===== src/logic/tpm_pkg.sv =====
// package: register map, field layouts and timing for the test port block
`default_nettype none
package tpm_pkg;

  localparam int unsigned ADDR_W = 8;

  localparam logic [7:0] OFF_TEST_SELECT     = 8'h00;
  localparam logic [7:0] OFF_STRENGTH        = 8'h04;
  localparam logic [7:0] OFF_ED_THRESH       = 8'h08;
  localparam logic [7:0] OFF_SQ1_THRESH      = 8'h0C;
  localparam logic [7:0] OFF_SQ2_THRESH      = 8'h10;
  localparam logic [7:0] OFF_STATUS          = 8'h14;

  localparam int unsigned MODE_W = 4;
  localparam logic [3:0] MODE_LAST = 4'h8;
  localparam logic [3:0] RST_TEST_SELECT = 4'h0;
  localparam logic [5:0] RST_ED_THRESH   = 6'h20;
  localparam logic [7:0] RST_SQ_THRESH   = 8'h80;

  localparam int unsigned ST_ED   = 0;
  localparam int unsigned ST_CRS  = 1;
  localparam int unsigned ST_IDET = 2;
  localparam int unsigned ST_RXON = 3;
  localparam int unsigned ST_TXON = 4;
  localparam int unsigned ST_SLP  = 5;

  localparam int unsigned CLK_MHZ       = 10;
  localparam int unsigned WAKE_SLEEP_NS = 10000;
  localparam int unsigned WAKE_RX_NS    = 1000;
  localparam int unsigned WAKE_TX_MCLK  = 2;
  localparam int unsigned WAKE_SLEEP_CYC = WAKE_SLEEP_NS * CLK_MHZ / 1000;
  localparam int unsigned WAKE_RX_CYC    = WAKE_RX_NS * CLK_MHZ / 1000;

  localparam logic [1:0] RESP_OKAY   = 2'b00;
  localparam logic [1:0] RESP_SLVERR = 2'b10;

  typedef enum logic [3:0] {
    TM_NORMAL, TM_CORR, TM_FREQ, TM_PHASE, TM_NCO,
    TM_PHVAR, TM_SYNC1, TM_SYNC2, TM_REFADJ
  } tpm_mode_type;

  typedef enum {RX_OFF, RX_WAKE, RX_ON, RX_SLEEP} tpm_rx_type;

  // internal observables offered to the port
  typedef struct packed {
    logic [7:0]  correlator_magnitude;
    logic [7:0]  oscillator_frequency_value;
    logic [7:0]  corrected_phase;
    logic [7:0]  oscillator_phase_accumulator;
    logic [7:0]  sync_accumulator_value;
    logic [15:0] sync_quality_raw;
    logic [15:0] phase_variance_raw;
    logic [4:0]  ref_adjust_code;
    logic        pn_acquired;
  } tpm_probe_type;

  typedef struct packed {
    logic transmit_chip_clock;
    logic symbol_clock;
    logic receive_sample_clock;
    logic quality_sample_strobe;
    logic ref_adjust_clock;
  } tpm_strobe_type;

endpackage : tpm_pkg
`default_nettype wire


===== src/logic/tpm_test_port.sv =====
// test port multiplexer, strength sampling and power control
// How it works
// - strength result held in 8-bit register per symbol
// - energy_detect when strength above threshold
// - nine modes, codes 9-15 reserved
// - mode 0 flags with transmit chip clock
// - modes 1-4 correlator, frequency, phase, accumulator
// - modes 5-7 quality slices and sync mantissa
// - mode 8 flags plus ref_adjust_code
// - dedicated strobe accompanies test data
// - initial_detect needs both qualities above thresholds
// - carrier_sense once pn acquisition achieved
// - sync quality stored 16-bit, bits 14:7 shown
// - phase variance stored 16-bit, top 8 shown
// - calibration output high on full scale sample
// - receiver, transmitter off while enables inactive
// - awake within 10 us after sleep
// - receiver active within 1 us
// - transmitter active within two clocks
// - configuration kept through power down
// - device reset leaves configuration untouched
`timescale 1ns/1ps
`default_nettype none
module tpm_test_port #(
  parameter int unsigned WAKE_SLEEP_CYC = tpm_pkg::WAKE_SLEEP_CYC,
  parameter int unsigned WAKE_RX_CYC    = tpm_pkg::WAKE_RX_CYC
) (
  input  wire logic                   sys_clk_i,
  input  wire logic                   rst_i,
  input  wire logic                   device_reset_i,
  input  wire logic                   receive_power_enable_i,
  input  wire logic                   transmit_power_enable_i,
  input  wire logic [5:0]             received_strength_i,
  input  wire logic                   i_full_scale_i,
  input  wire logic                   q_full_scale_i,
  input  wire tpm_pkg::tpm_probe_type probe_i,
  input  wire tpm_pkg::tpm_strobe_type strobe_i,
  input  wire logic [7:0]             s_axi_awaddr,
  input  wire logic                   s_axi_awvalid,
  output logic                        s_axi_awready,
  input  wire logic [31:0]            s_axi_wdata,
  input  wire logic [3:0]             s_axi_wstrb,
  input  wire logic                   s_axi_wvalid,
  output logic                        s_axi_wready,
  output logic [1:0]                  s_axi_bresp,
  output logic                        s_axi_bvalid,
  input  wire logic                   s_axi_bready,
  input  wire logic [7:0]             s_axi_araddr,
  input  wire logic                   s_axi_arvalid,
  output logic                        s_axi_arready,
  output logic [31:0]                 s_axi_rdata,
  output logic [1:0]                  s_axi_rresp,
  output logic                        s_axi_rvalid,
  input  wire logic                   s_axi_rready,
  output logic [7:0]                  test_data_o,
  output logic                        test_strobe_out_o,
  output logic                        carrier_sense_o,
  output logic                        energy_detect_o,
  output logic                        initial_detect_o,
  output logic                        cal_level_o,
  output logic                        receiver_enable_o,
  output logic                        transmitter_enable_o
);

  ////////////////////////////////////////////////////////////////////////////
  // state
  typedef struct packed {
    logic [3:0]  test_select_r;
    logic [5:0]  ed_thresh_r;
    logic [7:0]  sq1_thresh_r;
    logic [7:0]  sq2_thresh_r;
    logic [7:0]  strength_r;
    logic        sym_d_r;
    logic        ed_r;
    logic        crs_r;
    logic        idet_r;
    logic        cal_r;
    logic [7:0]  test_data_r;
    logic        strobe_r;
    logic [1:0]  rx_st_r;
    logic [15:0] wait_r;
    logic        rx_on_r;
    logic [1:0]  tx_cnt_r;
    logic        tx_on_r;
    logic        aw_got_r;
    logic        w_got_r;
    logic [7:0]  aw_addr_r;
    logic [31:0] wdata_r;
    logic [3:0]  wstrb_r;
    logic        bvalid_r;
    logic [1:0]  bresp_r;
    logic        rvalid_r;
    logic [31:0] rdata_r;
    logic [1:0]  rresp_r;
  } tpm_state_type;

  tpm_state_type s_r;
  tpm_state_type s_nxt;
  tpm_pkg::tpm_rx_type rx_st;
  logic [7:0] sq1_top;
  logic [7:0] sq2_top;
  logic       wr_go;
  logic       rd_go;
  logic       wake_sleep_done;
  logic       wake_rx_done;

  logic       sym_rise;
  logic       ed_over;
  logic       sq1_over;
  logic       sq2_over;
  logic       fs_any;
  logic       tx_ask;
  logic       aw_take;
  logic       w_take;
  logic       wr_done;
  logic       rd_done;

  assign rx_st   = tpm_pkg::tpm_rx_type'(s_r.rx_st_r);
  assign sq1_top = probe_i.sync_quality_raw[15:8];
  assign sq2_top = probe_i.phase_variance_raw[15:8];
  assign wr_go   = s_r.aw_got_r && s_r.w_got_r && !s_r.bvalid_r;
  assign rd_go   = s_axi_arvalid && !s_r.rvalid_r;
  assign wake_sleep_done = s_r.wait_r >= 16'(WAKE_SLEEP_CYC - 1);
  assign wake_rx_done    = s_r.wait_r >= 16'(WAKE_RX_CYC - 1);

  assign sym_rise = strobe_i.symbol_clock && !s_r.sym_d_r;
  assign ed_over  = s_r.strength_r[5:0] > s_r.ed_thresh_r;
  assign sq1_over = sq1_top > s_r.sq1_thresh_r;
  assign sq2_over = sq2_top > s_r.sq2_thresh_r;
  assign fs_any   = i_full_scale_i || q_full_scale_i;
  assign tx_ask   = transmit_power_enable_i && !device_reset_i;
  assign aw_take  = s_axi_awvalid && !s_r.aw_got_r;
  assign w_take   = s_axi_wvalid && !s_r.w_got_r;
  assign wr_done  = s_r.bvalid_r && s_axi_bready;
  assign rd_done  = s_r.rvalid_r && s_axi_rready;

  ////////////////////////////////////////////////////////////////////////////
  // next state
  always_comb begin
    s_nxt = s_r;
    // flags
    s_nxt.sym_d_r = strobe_i.symbol_clock;
    if (sym_rise) begin
      s_nxt.strength_r = {2'b00, received_strength_i};
    end
    s_nxt.ed_r   = s_r.rx_on_r && ed_over;
    s_nxt.crs_r  = s_r.rx_on_r && probe_i.pn_acquired;
    s_nxt.idet_r = s_r.rx_on_r && sq1_over && sq2_over;
    s_nxt.cal_r  = s_r.rx_on_r && fs_any;

    // test port mux
    case (s_r.test_select_r)
      tpm_pkg::TM_NORMAL: begin
        s_nxt.test_data_r = {s_r.crs_r, s_r.ed_r, 3'b000, s_r.idet_r,
                             2'b00};
        s_nxt.strobe_r = strobe_i.transmit_chip_clock;
      end
      tpm_pkg::TM_CORR: begin
        s_nxt.test_data_r = probe_i.correlator_magnitude;
        s_nxt.strobe_r = strobe_i.transmit_chip_clock;
      end
      tpm_pkg::TM_FREQ: begin
        s_nxt.test_data_r = probe_i.oscillator_frequency_value;
        s_nxt.strobe_r = strobe_i.symbol_clock;
      end
      tpm_pkg::TM_PHASE: begin
        s_nxt.test_data_r = probe_i.corrected_phase;
        s_nxt.strobe_r = strobe_i.symbol_clock;
      end
      tpm_pkg::TM_NCO: begin
        s_nxt.test_data_r = probe_i.oscillator_phase_accumulator;
        s_nxt.strobe_r = strobe_i.symbol_clock;
      end
      tpm_pkg::TM_PHVAR: begin
        s_nxt.test_data_r = probe_i.phase_variance_raw[15:8];
        s_nxt.strobe_r = strobe_i.quality_sample_strobe;
      end
      tpm_pkg::TM_SYNC1: begin
        s_nxt.test_data_r = probe_i.sync_accumulator_value;
        s_nxt.strobe_r = strobe_i.receive_sample_clock;
      end
      tpm_pkg::TM_SYNC2: begin
        s_nxt.test_data_r = probe_i.sync_quality_raw[14:7];
        s_nxt.strobe_r = strobe_i.quality_sample_strobe;
      end
      tpm_pkg::TM_REFADJ: begin
        s_nxt.test_data_r = {s_r.crs_r, s_r.ed_r, 1'b0,
                             probe_i.ref_adjust_code};
        s_nxt.strobe_r = strobe_i.ref_adjust_clock;
      end
      default: begin
        s_nxt.test_data_r = 8'h00;
        s_nxt.strobe_r = 1'b0;
      end
    endcase

    // receiver power sequencing
    s_nxt.wait_r = s_r.wait_r + 16'h0001;
    case (rx_st)
      tpm_pkg::RX_OFF: begin
        s_nxt.rx_on_r = 1'b0;
        s_nxt.wait_r = 16'h0000;
        if (device_reset_i) begin
          s_nxt.rx_st_r = 2'(tpm_pkg::RX_SLEEP);
        end else if (receive_power_enable_i) begin
          s_nxt.rx_st_r = 2'(tpm_pkg::RX_WAKE);
          s_nxt.wait_r  = 16'h0001;
        end
      end
      tpm_pkg::RX_WAKE: begin
        if (!receive_power_enable_i || device_reset_i) begin
          s_nxt.rx_st_r = 2'(tpm_pkg::RX_OFF);
        end else if (wake_rx_done) begin
          s_nxt.rx_st_r = 2'(tpm_pkg::RX_ON);
          s_nxt.rx_on_r = 1'b1;
        end
      end
      tpm_pkg::RX_SLEEP: begin
        s_nxt.rx_on_r = 1'b0;
        if (device_reset_i) begin
          s_nxt.wait_r = 16'h0000;
        end else if (!receive_power_enable_i) begin
          s_nxt.wait_r = 16'h0000;
          s_nxt.rx_st_r = 2'(tpm_pkg::RX_OFF);
        end else if (wake_sleep_done) begin
          s_nxt.rx_st_r = 2'(tpm_pkg::RX_ON);
          s_nxt.rx_on_r = 1'b1;
        end
      end
      tpm_pkg::RX_ON: begin
        if (!receive_power_enable_i) begin
          s_nxt.rx_st_r = 2'(tpm_pkg::RX_OFF);
          s_nxt.rx_on_r = 1'b0;
        end
      end
      default: begin
        s_nxt.rx_st_r = 2'(tpm_pkg::RX_OFF);
      end
    endcase

    // transmitter power sequencing
    if (!tx_ask) begin
      s_nxt.tx_cnt_r = 2'b00;
      s_nxt.tx_on_r  = 1'b0;
    end else if (!s_r.tx_on_r) begin
      s_nxt.tx_cnt_r = s_r.tx_cnt_r + 2'b01;
      s_nxt.tx_on_r  = s_r.tx_cnt_r == 2'(tpm_pkg::WAKE_TX_MCLK - 1);
    end

    // write channel
    if (aw_take) begin
      s_nxt.aw_got_r  = 1'b1;
      s_nxt.aw_addr_r = s_axi_awaddr;
    end
    if (w_take) begin
      s_nxt.w_got_r = 1'b1;
      s_nxt.wdata_r = s_axi_wdata;
      s_nxt.wstrb_r = s_axi_wstrb;
    end
    if (wr_go) begin
      s_nxt.aw_got_r = 1'b0;
      s_nxt.w_got_r  = 1'b0;
      s_nxt.bvalid_r = 1'b1;
      s_nxt.bresp_r  = tpm_pkg::RESP_OKAY;
      case (s_r.aw_addr_r)
        tpm_pkg::OFF_TEST_SELECT: begin
          if (s_r.wstrb_r[0]) begin
            s_nxt.test_select_r = s_r.wdata_r[3:0];
          end
        end
        tpm_pkg::OFF_ED_THRESH: begin
          if (s_r.wstrb_r[0]) begin
            s_nxt.ed_thresh_r = s_r.wdata_r[5:0];
          end
        end
        tpm_pkg::OFF_SQ1_THRESH: begin
          if (s_r.wstrb_r[0]) begin
            s_nxt.sq1_thresh_r = s_r.wdata_r[7:0];
          end
        end
        tpm_pkg::OFF_SQ2_THRESH: begin
          if (s_r.wstrb_r[0]) begin
            s_nxt.sq2_thresh_r = s_r.wdata_r[7:0];
          end
        end
        tpm_pkg::OFF_STRENGTH, tpm_pkg::OFF_STATUS: begin
          s_nxt.bresp_r = tpm_pkg::RESP_OKAY;
        end
        default: begin
          s_nxt.bresp_r = tpm_pkg::RESP_SLVERR;
        end
      endcase
    end
    if (wr_done) begin
      s_nxt.bvalid_r = 1'b0;
    end

    // read channel
    if (rd_go) begin
      s_nxt.rvalid_r = 1'b1;
      s_nxt.rresp_r  = tpm_pkg::RESP_OKAY;
      s_nxt.rdata_r  = 32'h0000_0000;
      case (s_axi_araddr)
        tpm_pkg::OFF_TEST_SELECT: begin
          s_nxt.rdata_r[3:0] = s_r.test_select_r;
        end
        tpm_pkg::OFF_STRENGTH: begin
          s_nxt.rdata_r[7:0] = s_r.strength_r;
        end
        tpm_pkg::OFF_ED_THRESH: begin
          s_nxt.rdata_r[5:0] = s_r.ed_thresh_r;
        end
        tpm_pkg::OFF_SQ1_THRESH: begin
          s_nxt.rdata_r[7:0] = s_r.sq1_thresh_r;
        end
        tpm_pkg::OFF_SQ2_THRESH: begin
          s_nxt.rdata_r[7:0] = s_r.sq2_thresh_r;
        end
        tpm_pkg::OFF_STATUS: begin
          s_nxt.rdata_r[tpm_pkg::ST_ED]   = s_r.ed_r;
          s_nxt.rdata_r[tpm_pkg::ST_CRS]  = s_r.crs_r;
          s_nxt.rdata_r[tpm_pkg::ST_IDET] = s_r.idet_r;
          s_nxt.rdata_r[tpm_pkg::ST_RXON] = s_r.rx_on_r;
          s_nxt.rdata_r[tpm_pkg::ST_TXON] = s_r.tx_on_r;
          s_nxt.rdata_r[tpm_pkg::ST_SLP]  = rx_st == tpm_pkg::RX_SLEEP;
        end
        default: begin
          s_nxt.rresp_r = tpm_pkg::RESP_SLVERR;
        end
      endcase
    end
    if (rd_done) begin
      s_nxt.rvalid_r = 1'b0;
    end
  end

  ////////////////////////////////////////////////////////////////////////////
  // registers; device_reset_i never touches configuration
  always_ff @(posedge sys_clk_i or posedge rst_i) begin
    if (rst_i) begin
      s_r <= '0;
      s_r.test_select_r <= tpm_pkg::RST_TEST_SELECT;
      s_r.ed_thresh_r   <= tpm_pkg::RST_ED_THRESH;
      s_r.sq1_thresh_r  <= tpm_pkg::RST_SQ_THRESH;
      s_r.sq2_thresh_r  <= tpm_pkg::RST_SQ_THRESH;
    end else begin
      s_r <= s_nxt;
    end
  end

  ////////////////////////////////////////////////////////////////////////////
  // outputs
  assign s_axi_awready = !s_r.aw_got_r;
  assign s_axi_wready  = !s_r.w_got_r;
  assign s_axi_bvalid  = s_r.bvalid_r;
  assign s_axi_bresp   = s_r.bresp_r;
  assign s_axi_arready = !s_r.rvalid_r;
  assign s_axi_rvalid  = s_r.rvalid_r;
  assign s_axi_rdata   = s_r.rdata_r;
  assign s_axi_rresp   = s_r.rresp_r;
  assign test_data_o       = s_r.test_data_r;
  assign test_strobe_out_o = s_r.strobe_r;
  assign carrier_sense_o   = s_r.crs_r;
  assign energy_detect_o   = s_r.ed_r;
  assign initial_detect_o  = s_r.idet_r;
  assign cal_level_o       = s_r.cal_r;
  assign receiver_enable_o    = s_r.rx_on_r;
  assign transmitter_enable_o = s_r.tx_on_r;

endmodule : tpm_test_port
`default_nettype wire


===== config.mk =====
export PLATFORM = sky130hd
export DESIGN_NAME = tpm_test_port
export DESIGN_NICKNAME = d
export VERILOG_FILES = /design/src/logic/tpm_pkg.sv /design/src/logic/tpm_test_port.sv
export SDC_FILE = /design/constraint.sdc
export NUM_CORES = 1
export LEC_CHECK = 0
export BUFFER_PORTS_ARGS = -buffer_cell sky130_fd_sc_hd__buf_2
export CORE_UTILIZATION = 46
export DETAILED_ROUTE_END_ITERATION = 6
export PLACE_DENSITY = 0.78
export REMOVE_ABC_BUFFERS = 1
export SYNTH_ARGS = -nofsm -noshare
export SYNTH_HDL_FRONTEND = slang
export SYNTH_SLANG_ARGS = --single-unit

===== constraint.sdc =====
create_clock -name sys_clk_i -period 2.73 [get_ports sys_clk_i]
set_input_delay 0.1365 -clock sys_clk_i [delete_from_list [all_inputs] [get_ports sys_clk_i]]
set_output_delay 0.1365 -clock sys_clk_i [all_outputs]
set_load 0.03 [all_outputs]

[Word level (Yosys, flattened, before mapping)]
Cells that the tools add are included.
Storage, ports and cells
  flip-flop bits (word level): 101
  input bits: 153
  word-level logic and storage cells: 140
Operators by class
  $add $sub $neg: 2
  $lt $le $gt $ge: 5
  equality and inequality tests: 31
  mux-type cells: 35
  reduce and logical (&&, ||, !) cells: 40
Operators by type and width (number)
  $pmux 9 s9: 1
  $mux 16: 3
  $mux 35: 1
  $eq 8x4->1 const B: 4
  $eq 8x5->1 const B: 4
  $logic_not 32->1: 1
  $pmux 16 s2: 1
  $pmux 4 s6: 1
  $mux 2: 10
  $mux 18: 1
  $add 16x1->16 const B: 1
  $eq 4x3->1 const B: 4
  $eq 8x3->1 const B: 2
  $ge 16x4->1 const B: 1
  $ge 16x7->1 const B: 1
  $gt 8x8->1: 2
  $logic_not 8->1: 2
  $logic_and 1x1->1: 14
  $reduce_and 3->1: 4
  $reduce_or 6->1: 2
  $mux 1: 10
  $ne 2x2->1 const B: 5
  $pmux 2 s5: 1
  $mux 3: 3
  18 further kinds: 34

[Depth between registers and ports, before layout]
  depth after elaboration: 5
  gate-level depth with buffers: 7
  depth with buffers taken out: 7

[Least setup slack after synthesis]
Ideal clock, no wire load.
  kind: register to register
  start point: register s_r[98] (netlist name)
  end point: register s_r (netlist bit rx_st[1])
  setup time: 125 ps
  arrival: 1853 ps
  setup slack: 752 ps
  cell stages (with the launch flop): 6
  path buffers: 0
  path through: dfrtp_1 or4_4 nor4_4 nand3_2 o221a_2 mux2_4
On the way
  cells in the longest elaborated chain, start to end: 3
  elaborated cells on any way between the ends: 5
RTL lines
  start, declared: RTL line tpm_test_port.sv:97  | tpm_state_type s_r;
  start signal, assigned: RTL line tpm_test_port.sv:347  | s_r <= s_nxt;
  $ge 16x4->1 / $ge 16x7->1 (equally long branches): RTL line tpm_test_port.sv:124, tpm_test_port.sv:123
  $ne 3x3->1 (no source line)
  $reduce_and 5->1 (no source line) (*)
Mark *: on every way between the ends. The rest lies on a longest branch, timed or not.
A chain may end at the register's enable or synchronous reset.

[Final worst setup path]
Same ends and word-level chain as after synthesis.

==> flow_summary_export.csv <==
group,metric,value,unit
critical_path,worst_r2r_endpoint,"rx_st[1]",
clock_tree,cts-resized-gates,0,
logic_synthesis,synth-edff-count,0,
die,row_count,40,
sta,finalSetupTns,0,ns
placement,place_congestion,0.818,
clock_tree,clkSinkCount,99,
die,initial_core_util,0.480,
critical_path,worst-r2r-cell-count,5,
placement,port_buffers,140,
global_route,grt_pass1_vias,4581,
worst_hold_path,worstHoldStart,"q_full_scale_i",
clock_tree,holdBufCountCts,6,
clock_tree,postCtsSetupRepairBufs,0,
logic_synthesis,synth_seq_cells,99,
die,die_x,115,um
logic_synthesis,yosys-top-cells-count,"dfrtp_1 (96), nor2_1 (48), mux2_2 (46), buf_4 (44), inv_1 (40)",
route,post-route-drc-count,0,
sta,max_slew_margin,0.349,
run,drv_cap,0,
power_and_ir_drop,clkPwrFrac,0.232,
critical_path,required,2.95,ns
route,ant_nets,0,
logic_synthesis,synth_most_common_cell,"dfrtp_1",
power_and_ir_drop,seqPwrFrac,0.427,
finish,antennaDiodeCount,0,
logic_synthesis,synth-seq-area-share,0.421,
finish,area_growth,16.4,%
power_and_ir_drop,swShare,0.368,
placement,dpl.cell_count,854,
clock_tree,insertion_delay,0.34,ns
logic_synthesis,synth_area_leaders,"dfrtp_1 (41%), mux2_2 (8.8%), ha_1 (6.4%), buf_4 (5.6%), nor2_1 (3.1%)",
sta,finalHoldViolCount,0,
die,die_y,115,um
route,viasPerCell,5.29,
critical_path,arrival,2.33,ns
power_and_ir_drop,total_power,5020,uW
sta,setup_viol,0,
clock_tree,tritoncts,"built",
sta,finalCritPeriodShare,0.772,
worst_hold_path,holdPathStages,3,
power_and_ir_drop,internal_power,3180,uW
critical_path,start_kind,"flop",
logic_synthesis,syn-cell-area,5890,um^2
route,num_vias,4638,
global_route,grt_overflow_total,0,
route,wl_per_cell,15.6,um
route,drtIter0Drc,204,
logic_synthesis,synth.avg_cell_area,10.1,um^2
critical_path,end_kind,"flop",
worst_hold_path,hold_path_class,"in -> reg",
finish,drive_above_1_share,0.318,
clock_tree,numCtsBuffers,9,
logic_synthesis,async_flop_share,1.00,
placement,hpwl,10400,um
finish,layout.nets,886,
sta,finalMaxSlewViolations,0,
power_and_ir_drop,pwr-share-comb,0.341,
power_and_ir_drop,power_density,733,nW/um^2
power_and_ir_drop,power.static_leakage,0.00332,uW
critical_path,worst-path-max-fanout,5,
finish,stdcell_count,876,
logic_synthesis,ys.flop_type,"dfrtp_1",
critical_path,crit_type,"reg -> reg",
die,coreArea,12300,um^2
sta,worst_pin_slew,0.977,ns
sta,fmax,0.474,GHz
clock_tree,htreeDepth,3,
global_route,grt_use_total,0.218,
sta,fin_hold_ws,0.00924,ns
finish,finish.utilization,0.559,
critical_path,r2r_slack,0.62,ns
route,first_pass_iters,4,
logic_synthesis,synth_cell_types,62,
critical_path,r2r-start,"s_r[98]",
logic_synthesis,synth_top_area_frac,0.408,
global_route,grt_max_degree,61,
global_route,antenna_found_initial,2,
logic_synthesis,synthCells,585,
power_and_ir_drop,ir_drop,0.373,mV
worst_hold_path,worstHoldEndpoint,"cal_level_o",
route,wl,13600,um
clock_tree,clkTransAtPathRegs,0.07,ns
clock_tree,cts-root-buf,"clkbuf_16",
logic_synthesis,yosysWarningCount,0,
die,io_pins,209,
global_route,grt_pass1_wl,22100,um
sta,rsz0062_at_grt,"false",
clock_tree,clockBufferDepth,2,
power_and_ir_drop,p_sw,1850,uW
sta,skew,0.00739,ns
outcome,status,"finished, final reports clean",
logic_synthesis,synth_top_cell_by_area,"dfrtp_1",
die,dieArea,13300,um^2
sta,period_needed,2.11,ns
-- power by group through the flow --
stage,logic [uW],registers [uW],clock network [uW]
floorplan,1050,2260,0
global placement,1630,2150,0
detailed placement,1710,2180,0
CTS,1720,2150,1190
global route,1900,2210,1260
finish,1710,2150,1160
-- worst max-delay path: stages, from the launching register on --
cell,delay (ns)
dfrtp_1,0.43
or4_4,0.54
nor4_4,0.26
nand3_2,0.11
o221a_2,0.34
mux2_4,0.30
-- registers in the layout, indices dropped and copies added, names as in the netlist --
signal	flops
carrier_sense_o	1
initial_detect_o	1
energy_detect_o	1
receiver_enable_o	1
s_r	70
s_axi_bvalid	1
s_axi_rdata	8
cal_level_o	1
rx_st	2
s_axi_bresp	1
test_data_o	8
test_strobe_out_o	1
s_axi_rresp	1
transmitter_enable_o	1
s_axi_rvalid	1
-- through the flow --
step	instance area, um^2	worst slack, ns
2_1_floorplan	5550	0.00804
3_3_place_gp	6530	0.680
3_5_place_dp	6530	0.637
4_1_cts	6860	0.624
5_1_grt	6860	0.544
6_report	6860	0.621
-- how the worst max path moves through the flow --
stage | from | endpoint | slack, ns | depth (start not counted)
floorplan | rst_i | cal_level_o | 0.008 | 1
global placement | s_r[98] | rx_st[1] | 0.68 | 5
detailed placement | s_r[98] | rx_st[1] | 0.64 | 5
CTS | s_r[98] | rx_st[1] | 0.62 | 5
global route | s_r[152] | test_data_o[2] | 0.54 | 5
finish | s_r[98] | rx_st[1] | 0.62 | 5
-- layout by cell type (no fill, tap or decap), types with 3 or more instances in the layout --
cell type	synthesis	layout
conb_1	1	26
o31ai_1	3	3
dfstp_2	3	3
a211oi_1	4	4
o21ai_0	23	23
mux4_2	5	5
a31oi_1	3	3
nand3_1	18	18
nor2_1	48	48
inv_1	40	39
a22o_1	15	15
buf_4	44	6
buf_2	1	140
nand3b_1	4	4
xor2_1	10	10
nor3b_1	4	4
nand2_1	32	32
ha_1	30	30
a21oi_1	21	21
a22oi_1	4	4
xnor2_1	3	3
nor3_1	6	6
clkbuf_16	0	9
dfrtp_1	96	96
and3_1	4	4
a221oi_1	5	5
nand4_1	7	7
mux2_2	46	46
nor2b_1	15	15
nand2b_1	3	3
mux2i_1	16	16
dlygate4sd3_1	0	6
o22ai_1	9	9
-- cell type report --
cell class / instances / area [um^2]
clock buffer: 10 / 229
clock inverter: 6 / 42.5
fill: 1052 / 5400
inverter: 40 / 153
multi-input combinational: 400 / 2920
sequential: 99 / 2480
tap: 168 / 210
timing repair buffer: 153 / 826
-- cell families after synthesis --
group           synth area share
other cells             0.000637
mux                        0.137
xor+xnor                  0.0193
compound gates             0.120
fa+ha+maj                 0.0637
flops                      0.421
buf+inv                   0.0994
simple gates               0.139
-- metal layers --
| layer | part of all wire | GRT usage | routed length (um) |
|---|---|---|---|
| met2 | 0.51 | 0.383 | 7000 |
| met4 | 0.014 | 0.0900 | 197 |
| met5 | 0.00073 | 0 | 10 |
| met1 | 0.41 | 0.261 | 5620 |
| met3 | 0.060 | 0.0411 | 814 |
(Power assumes the default switching activity.)
